## config.mk

```make
export PLATFORM = sky130hd
export DESIGN_NAME = async_serial_port
export DESIGN_NICKNAME = d
export VERILOG_FILES = /design/src/shared/serial_port_pkg.sv /design/src/hw/bit_tick_gen.sv /design/src/hw/async_serial_port.sv
export SDC_FILE = /design/constraint.sdc
export NUM_CORES = 1
export LEC_CHECK = 0
export BUFFER_PORTS_ARGS = -buffer_cell sky130_fd_sc_hd__buf_2
export CORE_MARGIN = 3
export CORE_UTILIZATION = 62
export CTS_CLUSTER_SIZE = 14
export DETAILED_ROUTE_END_ITERATION = 10
export PLACE_DENSITY = 0.94
export SETUP_SLACK_MARGIN = 0.15
export SLEW_MARGIN = 5
export SYNTH_ARGS = -nofsm -noshare
export SYNTH_HDL_FRONTEND = slang
export SYNTH_SLANG_ARGS = --single-unit
```

## constraint.sdc

```tcl
create_clock -name clk_i -period 2.85 [get_ports clk_i]
set_input_delay 0.1425 -clock clk_i [delete_from_list [all_inputs] [get_ports clk_i]]
set_output_delay 0.1425 -clock clk_i [all_outputs]
set_load 0.01 [all_outputs]
```

## src/shared/serial_port_pkg.sv

```systemverilog
// Constants and types shared by the asynchronous serial port design
package serial_port_pkg;

  localparam int unsigned DIV_WIDTH   = 16;            // Bit-rate divider width
  localparam int unsigned OVERSAMPLE  = 16;            // Sample ticks per bit
  localparam logic [3:0]  TICK_MID    = 4'h7;          // Tick that samples mid-bit
  localparam logic [3:0]  TICK_LAST   = 4'hf;          // Last tick of a bit
  localparam logic [15:0] DIV_RESET   = 16'h0000;      // Divider value after reset
  localparam logic [7:0]  BYTE_RESET  = 8'h00;         // Data registers after reset

  // Parity selection codes
  localparam logic [1:0]  PARITY_NONE = 2'h0;
  localparam logic [1:0]  PARITY_ODD  = 2'h1;
  localparam logic [1:0]  PARITY_EVEN = 2'h2;

  // Frame phases, shared by transmitter and receiver
  typedef enum logic [4:0] {
    PH_IDLE   = 5'b00001,
    PH_START  = 5'b00010,
    PH_DATA   = 5'b00100,
    PH_PARITY = 5'b01000,
    PH_STOP   = 5'b10000
  } phase_e;

  // Parity over seven or eight data bits; odd parity makes the total count odd
  function automatic logic parity_of(input logic [7:0] data, input logic eight,
                                     input logic [1:0] mode);
    logic p;
    p = ^data[6:0] ^ (eight & data[7]);
    parity_of = (mode == PARITY_ODD) ? ~p : p;
  endfunction : parity_of

endpackage : serial_port_pkg

```

## src/hw/bit_tick_gen.sv

```systemverilog
// Programmable divider giving the oversampling tick from the system clock
module bit_tick_gen
(
  input  wire logic                                  clk_i,    // System clock
  input  wire logic                                  srst_i,   // Sync reset
  input  wire logic [serial_port_pkg::DIV_WIDTH-1:0] divisor_i, // Clocks per tick minus one
  output logic                                       tick_o    // One-cycle tick
);

  logic [serial_port_pkg::DIV_WIDTH-1:0] count;
  logic [serial_port_pkg::DIV_WIDTH-1:0] next_count;
  logic                                  next_tick;

  // Count down; a new divisor takes effect at the next reload, so a change of
  // system clock rate just shifts the bit rate until software reprograms it
  always_comb
  begin
    next_tick  = 1'b0;
    next_count = count - 1'b1;
    if (count == '0)
    begin
      next_tick  = 1'b1;
      next_count = divisor_i;
    end
  end

  always_ff @(posedge clk_i)
  begin
    if (srst_i)
    begin
      count  <= serial_port_pkg::DIV_RESET;
      tick_o <= 1'b0;
    end
    else
    begin
      count  <= next_count;
      tick_o <= next_tick;
    end
  end

endmodule : bit_tick_gen

```

## src/hw/async_serial_port.sv

```systemverilog
// Full-duplex asynchronous serial port with double buffering and error flags
// Functional notes
// - Separate transmit and receive pins, sharing one tick divider and frame format
// - Seven or eight data bits, one or two stops
// - Odd, even or no parity
// - One holding buffer beside each shift register
// - Flag break, framing, parity and overrun errors
// - Error interrupt gated by software enable
// - Bit timing from programmable clock divider
// - No DMA request path at all
// - One interrupt: transmit done, receive, error
// - Bit rate follows clock until divider reprogrammed
module async_serial_port
(
  input  wire logic        clk_i,        // System clock
  input  wire logic        srst_i,       // Sync reset, active high
  input  wire logic [15:0] divisor_i,    // Tick divisor, bit = 16 ticks
  input  wire logic        eight_bit_i,  // 1: eight data bits, 0: seven
  input  wire logic [1:0]  parity_i,     // Parity mode code
  input  wire logic        two_stop_i,   // 1: two stop bits
  input  wire logic        err_irq_en_i, // Errors may raise the interrupt
  input  wire logic        tx_irq_en_i,  // Transmit complete may interrupt
  input  wire logic        rx_irq_en_i,  // Received character may interrupt
  input  wire logic [7:0]  tx_data_i,    // Byte to send
  input  wire logic        tx_write_i,   // Load tx_data_i into holding buffer
  output logic             tx_ready_o,   // Holding buffer free
  output logic             tx_done_o,    // Sticky: transmitter went idle
  input  wire logic        tx_done_clr_i, // Clear tx_done_o
  output logic             txd_o,        // Serial transmit pin
  input  wire logic        rxd_i,        // Serial receive pin
  output logic [7:0]       rx_data_o,    // Received byte, holding buffer
  output logic             rx_valid_o,   // Holding buffer full
  input  wire logic        rx_read_i,    // Software took rx_data_o
  output logic             brk_err_o,    // Sticky break flag
  output logic             frm_err_o,    // Sticky framing error
  output logic             par_err_o,    // Sticky parity error
  output logic             ovr_err_o,    // Sticky overrun error
  input  wire logic        err_clr_i,    // Clear all four error flags
  output logic             irq_o         // Combined interrupt request
);

  // Shared oversampling tick; no DMA request output exists by design
  logic tick;
  bit_tick_gen u_tick
  (
    .clk_i     (clk_i),
    .srst_i    (srst_i),
    .divisor_i (divisor_i),
    .tick_o    (tick)
  );

  // ---- Transmit state
  serial_port_pkg::phase_e tx_ph, next_tx_ph;
  logic [3:0] tx_tk, next_tx_tk;
  logic [2:0] tx_bit, next_tx_bit;
  logic       tx_stop2, next_tx_stop2;
  logic [7:0] tx_shift, next_tx_shift;
  logic [7:0] tx_hold, next_tx_hold;
  logic       tx_full, next_tx_full;
  logic       tx_par, next_tx_par;
  logic       next_txd, next_tx_done;

  // Transmit next state; stays on the tick so rate tracks the divider
  always_comb
  begin
    next_tx_ph    = tx_ph;
    next_tx_tk    = tx_tk;
    next_tx_bit   = tx_bit;
    next_tx_stop2 = tx_stop2;
    next_tx_shift = tx_shift;
    next_tx_hold  = tx_hold;
    next_tx_full  = tx_full;
    next_tx_par   = tx_par;
    next_txd      = txd_o;
    next_tx_done  = tx_done_o & ~tx_done_clr_i;
    if (tx_write_i && !tx_full)
    begin
      next_tx_hold = tx_data_i;
      next_tx_full = 1'b1;
    end
    case (tx_ph)
      serial_port_pkg::PH_IDLE:
      begin
        next_txd = 1'b1;
        if (tx_full)
        begin
          next_tx_shift = tx_hold;
          next_tx_par   = serial_port_pkg::parity_of(tx_hold, eight_bit_i, parity_i);
          next_tx_full  = 1'b0;
          next_tx_tk    = '0;
          next_txd      = 1'b0;
          next_tx_ph    = serial_port_pkg::PH_START;
        end
      end
      default:
      begin
        if (tick)
        begin
          next_tx_tk = tx_tk + 4'h1;
          if (tx_tk == serial_port_pkg::TICK_LAST)
          begin
            case (tx_ph)
              serial_port_pkg::PH_START:
              begin
                next_tx_ph  = serial_port_pkg::PH_DATA;
                next_tx_bit = '0;
                next_txd    = tx_shift[0];
              end
              serial_port_pkg::PH_DATA:
              begin
                next_tx_shift = {1'b1, tx_shift[7:1]};
                next_tx_bit   = tx_bit + 3'h1;
                next_txd      = tx_shift[1];
                if (tx_bit == {2'b11, eight_bit_i})
                begin
                  next_tx_stop2 = two_stop_i;
                  if (parity_i != serial_port_pkg::PARITY_NONE)
                  begin
                    next_tx_ph = serial_port_pkg::PH_PARITY;
                    next_txd   = tx_par;
                  end
                  else
                  begin
                    next_tx_ph = serial_port_pkg::PH_STOP;
                    next_txd   = 1'b1;
                  end
                end
              end
              serial_port_pkg::PH_PARITY:
              begin
                next_tx_ph = serial_port_pkg::PH_STOP;
                next_txd   = 1'b1;
              end
              serial_port_pkg::PH_STOP:
              begin
                if (tx_stop2)
                  next_tx_stop2 = 1'b0;
                else
                begin
                  next_tx_ph   = serial_port_pkg::PH_IDLE;
                  next_tx_done = 1'b1;
                end
              end
              default: next_tx_ph = serial_port_pkg::PH_IDLE;
            endcase
          end
        end
      end
    endcase
  end

  always_ff @(posedge clk_i)
  begin
    if (srst_i)
    begin
      tx_ph     <= serial_port_pkg::PH_IDLE;
      tx_tk     <= '0;
      tx_bit    <= '0;
      tx_stop2  <= 1'b0;
      tx_shift  <= serial_port_pkg::BYTE_RESET;
      tx_hold   <= serial_port_pkg::BYTE_RESET;
      tx_full   <= 1'b0;
      tx_par    <= 1'b0;
      txd_o     <= 1'b1;
      tx_done_o <= 1'b0;
    end
    else
    begin
      tx_ph     <= next_tx_ph;
      tx_tk     <= next_tx_tk;
      tx_bit    <= next_tx_bit;
      tx_stop2  <= next_tx_stop2;
      tx_shift  <= next_tx_shift;
      tx_hold   <= next_tx_hold;
      tx_full   <= next_tx_full;
      tx_par    <= next_tx_par;
      txd_o     <= next_txd;
      tx_done_o <= next_tx_done;
    end
  end

  assign tx_ready_o = ~tx_full;

  // ---- Receive state; runs alongside transmit, sharing the tick divider and frame format
  serial_port_pkg::phase_e rx_ph, next_rx_ph;
  logic [3:0] rx_tk, next_rx_tk;
  logic [2:0] rx_bit, next_rx_bit;
  logic [7:0] rx_shift, next_rx_shift;
  logic       rx_zero, next_rx_zero;
  logic       rx_perr, next_rx_perr;
  logic       rx_prev, next_rx_prev;   // Line level one clock ago
  logic [7:0] next_rx_data;
  logic       next_rx_valid, next_brk, next_frm, next_par, next_ovr;
  logic [7:0] rx_byte;

  // Assembled byte, seven-bit frames keep bit 7 clear
  assign rx_byte = eight_bit_i ? rx_shift : {1'b0, rx_shift[7:1]};

  // Receive next state; flags set by hardware win over a same-cycle clear
  always_comb
  begin
    next_rx_ph    = rx_ph;
    next_rx_tk    = rx_tk;
    next_rx_bit   = rx_bit;
    next_rx_shift = rx_shift;
    next_rx_zero  = rx_zero;
    next_rx_perr  = rx_perr;
    next_rx_prev  = rxd_i;
    next_rx_data  = rx_data_o;
    next_rx_valid = rx_valid_o & ~rx_read_i;
    next_brk      = brk_err_o & ~err_clr_i;
    next_frm      = frm_err_o & ~err_clr_i;
    next_par      = par_err_o & ~err_clr_i;
    next_ovr      = ovr_err_o & ~err_clr_i;
    case (rx_ph)
      serial_port_pkg::PH_IDLE:
      begin
        // Falling edge only, so the low tail of a bad stop or break is no start
        if (rx_prev && !rxd_i)
        begin
          next_rx_ph = serial_port_pkg::PH_START;
          next_rx_tk = '0;
        end
      end
      default:
      begin
        if (tick)
        begin
          next_rx_tk = rx_tk + 4'h1;
          if (rx_tk == serial_port_pkg::TICK_MID)
          begin
            case (rx_ph)
              serial_port_pkg::PH_START:
              begin
                next_rx_tk   = '0; // Later samples land mid-bit
                next_rx_zero = 1'b1;
                next_rx_perr = 1'b0;
                next_rx_bit  = '0;
                // Glitch shorter than half a bit is ignored
                next_rx_ph   = rxd_i ? serial_port_pkg::PH_IDLE
                                     : serial_port_pkg::PH_DATA;
              end
              default: next_rx_ph = rx_ph;
            endcase
          end
          if (rx_tk == serial_port_pkg::TICK_LAST)
          begin
            next_rx_tk = '0;
            case (rx_ph)
              serial_port_pkg::PH_DATA:
              begin
                next_rx_shift = {rxd_i, rx_shift[7:1]};
                next_rx_zero  = rx_zero & ~rxd_i;
                next_rx_bit   = rx_bit + 3'h1;
                if (rx_bit == {2'b11, eight_bit_i})
                  next_rx_ph = (parity_i != serial_port_pkg::PARITY_NONE)
                               ? serial_port_pkg::PH_PARITY
                               : serial_port_pkg::PH_STOP;
              end
              serial_port_pkg::PH_PARITY:
              begin
                next_rx_zero = rx_zero & ~rxd_i;
                next_rx_perr = rxd_i != serial_port_pkg::parity_of(rx_byte, eight_bit_i,
                                                                  parity_i);
                next_rx_ph   = serial_port_pkg::PH_STOP;
              end
              serial_port_pkg::PH_STOP:
              begin
                // Only the first stop is checked; a second is idle time
                next_rx_ph = serial_port_pkg::PH_IDLE;
                if (rx_zero && !rxd_i)
                  next_brk = 1'b1;
                else if (!rxd_i)
                  next_frm = 1'b1;
                if (rx_perr)
                  next_par = 1'b1;
                if (rx_valid_o && !rx_read_i)
                  next_ovr = 1'b1;
                next_rx_data  = rx_byte;
                next_rx_valid = 1'b1;
              end
              default: next_rx_ph = serial_port_pkg::PH_IDLE;
            endcase
          end
        end
      end
    endcase
  end

  always_ff @(posedge clk_i)
  begin
    if (srst_i)
    begin
      rx_ph      <= serial_port_pkg::PH_IDLE;
      rx_tk      <= '0;
      rx_bit     <= '0;
      rx_shift   <= serial_port_pkg::BYTE_RESET;
      rx_zero    <= 1'b0;
      rx_perr    <= 1'b0;
      rx_prev    <= 1'b1; // Idle level, so no false edge after reset
      rx_data_o  <= serial_port_pkg::BYTE_RESET;
      rx_valid_o <= 1'b0;
      brk_err_o  <= 1'b0;
      frm_err_o  <= 1'b0;
      par_err_o  <= 1'b0;
      ovr_err_o  <= 1'b0;
    end
    else
    begin
      rx_ph      <= next_rx_ph;
      rx_tk      <= next_rx_tk;
      rx_bit     <= next_rx_bit;
      rx_shift   <= next_rx_shift;
      rx_zero    <= next_rx_zero;
      rx_perr    <= next_rx_perr;
      rx_prev    <= next_rx_prev;
      rx_data_o  <= next_rx_data;
      rx_valid_o <= next_rx_valid;
      brk_err_o  <= next_brk;
      frm_err_o  <= next_frm;
      par_err_o  <= next_par;
      ovr_err_o  <= next_ovr;
    end
  end

  // One request line for all three event classes
  assign irq_o = (tx_irq_en_i & tx_done_o) | (rx_irq_en_i & rx_valid_o)
               | (err_irq_en_i & (brk_err_o | frm_err_o | par_err_o | ovr_err_o));

endmodule : async_serial_port

```

==> flow_summary.yaml <==
synth:
  synth_seq_cells: 86
  synth_fp_nets: 540
  yosysTopAreaCell: "dfxtp_1"
  synth_top_area_share: 0.401
  syn_area_per_cell_um2: 8.65
  synthArstFlopShare: 0
  netlist_instances: 496
  netlist_area_mm2: 0.00429
  synth_edf_count: 0
  synth_area_leaders: "dfxtp_1, nor2_1, mux2i_1"
  synth_most_common_cell: "nor2_1"
  synth_commonest_cells: "nor2_1, dfxtp_1, nand2_1"
  synth_cell_types: 60
  yosysWarnings: 0
  seq_area_frac_synth: 0.401
  synth_ff_type: "dfxtp_1"
sta:
  period_needed_ps: 2240
  slew_violations: 0
  fin_setup_tns_ps: 0
  rsz0062_at_grt: "false"
  setup_violations: 0
  maxSlewHeadroom: 0.351
  fin_skew_ps: 5.94
  fin_ws_ps: 613
  finalHoldViolCount: 0
  worstMarginPinSlew_ps: 971
  fmax_ghz: 0.447
  finalCritPeriodShare: 0.785
floorplanning:
  dieWidth_um: 89.2
  core_area_mm2: 0.00653
  placementRows: 29
  io-pin-count: 55
  initial_utilization: 0.657
  die_h_um: 89.2
  die_area_mm2: 0.00795
drt:
  vias: 3768
  postRouteAntennaNets: 0
  wl_per_cell_um: 15.4
  first_iter_violations: 273
  drt-vias-per-instance: 6.09
  dr.pass1.iters: 5
  drc: 0
  wl_um: 9520
worst_setup_path:
  r2r_slack_ps: 610
  arrival_ps: 2500
  reg2reg_from: "u_tick.count[9]"
  endpoint_kind: "register"
  rr_worst_depth: 5
  startpoint_type: "register"
  required_ps: 3110
  criticalPathCategory: "reg -> reg"
  rr_endpoint: "u_tick.count[1]"
  worst-path-max-fanout: 20
cts:
  cts.sinks: 86
  cts_buffers: 9
  cts_tree: "yes"
  cts_setup_buffers: 0
  path_clk_slew_ps: 80
  cts-resized-gates: 0
  root_buffer: "clkbuf_8"
  cts_buffer_depth: 2
  h-tree-depth: 3
  clk_latency_ps: 350
  postCtsHoldBufs: 0
worst_hold_path:
  hp-start: "tx_data_i[0]"
  whs_path_depth: 3
  min_path_type: "in -> reg"
  hold_end: "tx_hold[0]"
power_and_ir_drop:
  vdd_drop_max_uv: 776
  power_leakage_nw: 1.90
  p_per_area_mw_per_mm2: 698
cells_and_area:
  drive_gt1_frac: 0.166
  fin_util: 0.731
  diodes: 0
  nets: 581
  fillerInstances: 436
  syn2layout_area_growth_pct: 11.3
global_routing:
  first_global_vias: 3668
  grt_max_degree: 48
  gr-usage-all-layers: 0.256
  antenna_found_initial: 0
  grt_pass1_wl_um: 16200
  overflow: 0
placed_design:
  hpwlAfterDp_um: 6730
  gp_congestion: 0.865
  port_buffers: 54
  dp_slack_ps: 631
job:
  max-cap-violations: 0
status:
  status: "complete, no violations"
## layout by cell type, fill, tap and decap left out, types with 7 or more instances in the layout
cell type and instances:
a211oi_1 22, a21oi_1 20, a311oi_1 8, a32oi_1 7, buf_2 54, clkbuf_8 11, dfxtp_1 86, inv_1 13
mux2i_1 32, nand2_1 34, nand3_1 9, nor2_1 89, nor3_1 11, o21ai_0 13, xnor2_1 20, xor2_1 10
## report_power, final
group          switching [mW]  internal (mW)  total, mW
Clock                   0.425          0.451      0.876
Combinational           0.521          0.437      0.959
Sequential              0.147           1.35       1.49
## cell families (layout without fill, tap and decap cells)
group | count (synthesis) | count (layout) | synth area share
XOR/XNOR | 31 | 31 | 0.0665
flip-flops | 86 | 86 | 0.401
AO/OA/AOI/OAI | 100 | 100 | 0.167
AND/OR/NAND/NOR | 199 | 199 | 0.231
multiplexers | 32 | 32 | 0.0747
buffers and inverters | 42 | 88 | 0.0414
adder cells (fa/ha/maj) | 6 | 6 | 0.0175
## worst max-delay path: stages (launching register included)
cell	delay, ps
dfxtp_1	350
or3_1	440
nor3_1	270
nand4_1	440
buf_4	380
a211oi_1	260
## state kept, by name (all words and copies together), names as in the netlist, 5 cells and up
signal and flops:
rx_data_o 8, tx_shift 8, rx_shift 8, u_tick.count 16, tx_ph 5, rx_ph 5
tx_hold 8
## how the worst max path moves through the flow
| stage | from | to | depth (start not counted) |
|---|---|---|---|
| 4_1_cts | u_tick.count[9] | u_tick.count[4] | 5 |
| 3_3_place_gp | u_tick.count[9] | u_tick.count[4] | 5 |
| 2_1_floorplan | tx_ph[3] | tx_ph[3] | 6 |
| 5_1_grt | u_tick.count[9] | u_tick.count[1] | 5 |
| 6_report | u_tick.count[9] | u_tick.count[1] | 5 |
| 3_5_place_dp | u_tick.count[9] | u_tick.count[4] | 5 |
## through the flow
stage                     area, um2  cells  power (mW)  hold slack, ps
final                          4770    619        3.33            21.0
after floorplan                4290    496        2.25             249
after global placement         4560    603        2.40             377
after CTS                      4770    619        3.33            14.8
after detailed placement       4560    603        2.46             386
after global routing           4770    619        3.55            17.1
## per-layer routing
layer  global-route usage  part of all wire
met3               0.0488             0.046
met4                0.111             0.023
met1                0.321              0.43
met5                    0                 0
met2                0.428              0.50
## layout make-up
class / instances / area [um2] / area share
clock buffers: 11 / 151 / 0.0317
inverters: 13 / 48.8 / 0.0102
flip-flops and latches: 86 / 1720 / 0.361
repair buffers: 59 / 308 / 0.0645
multi-input cells: 368 / 2390 / 0.501
clock inverters: 5 / 57.6 / 0.0121
well taps: 77 / 96.3 / 0.0202
Power figures use the tool's default switching activity.
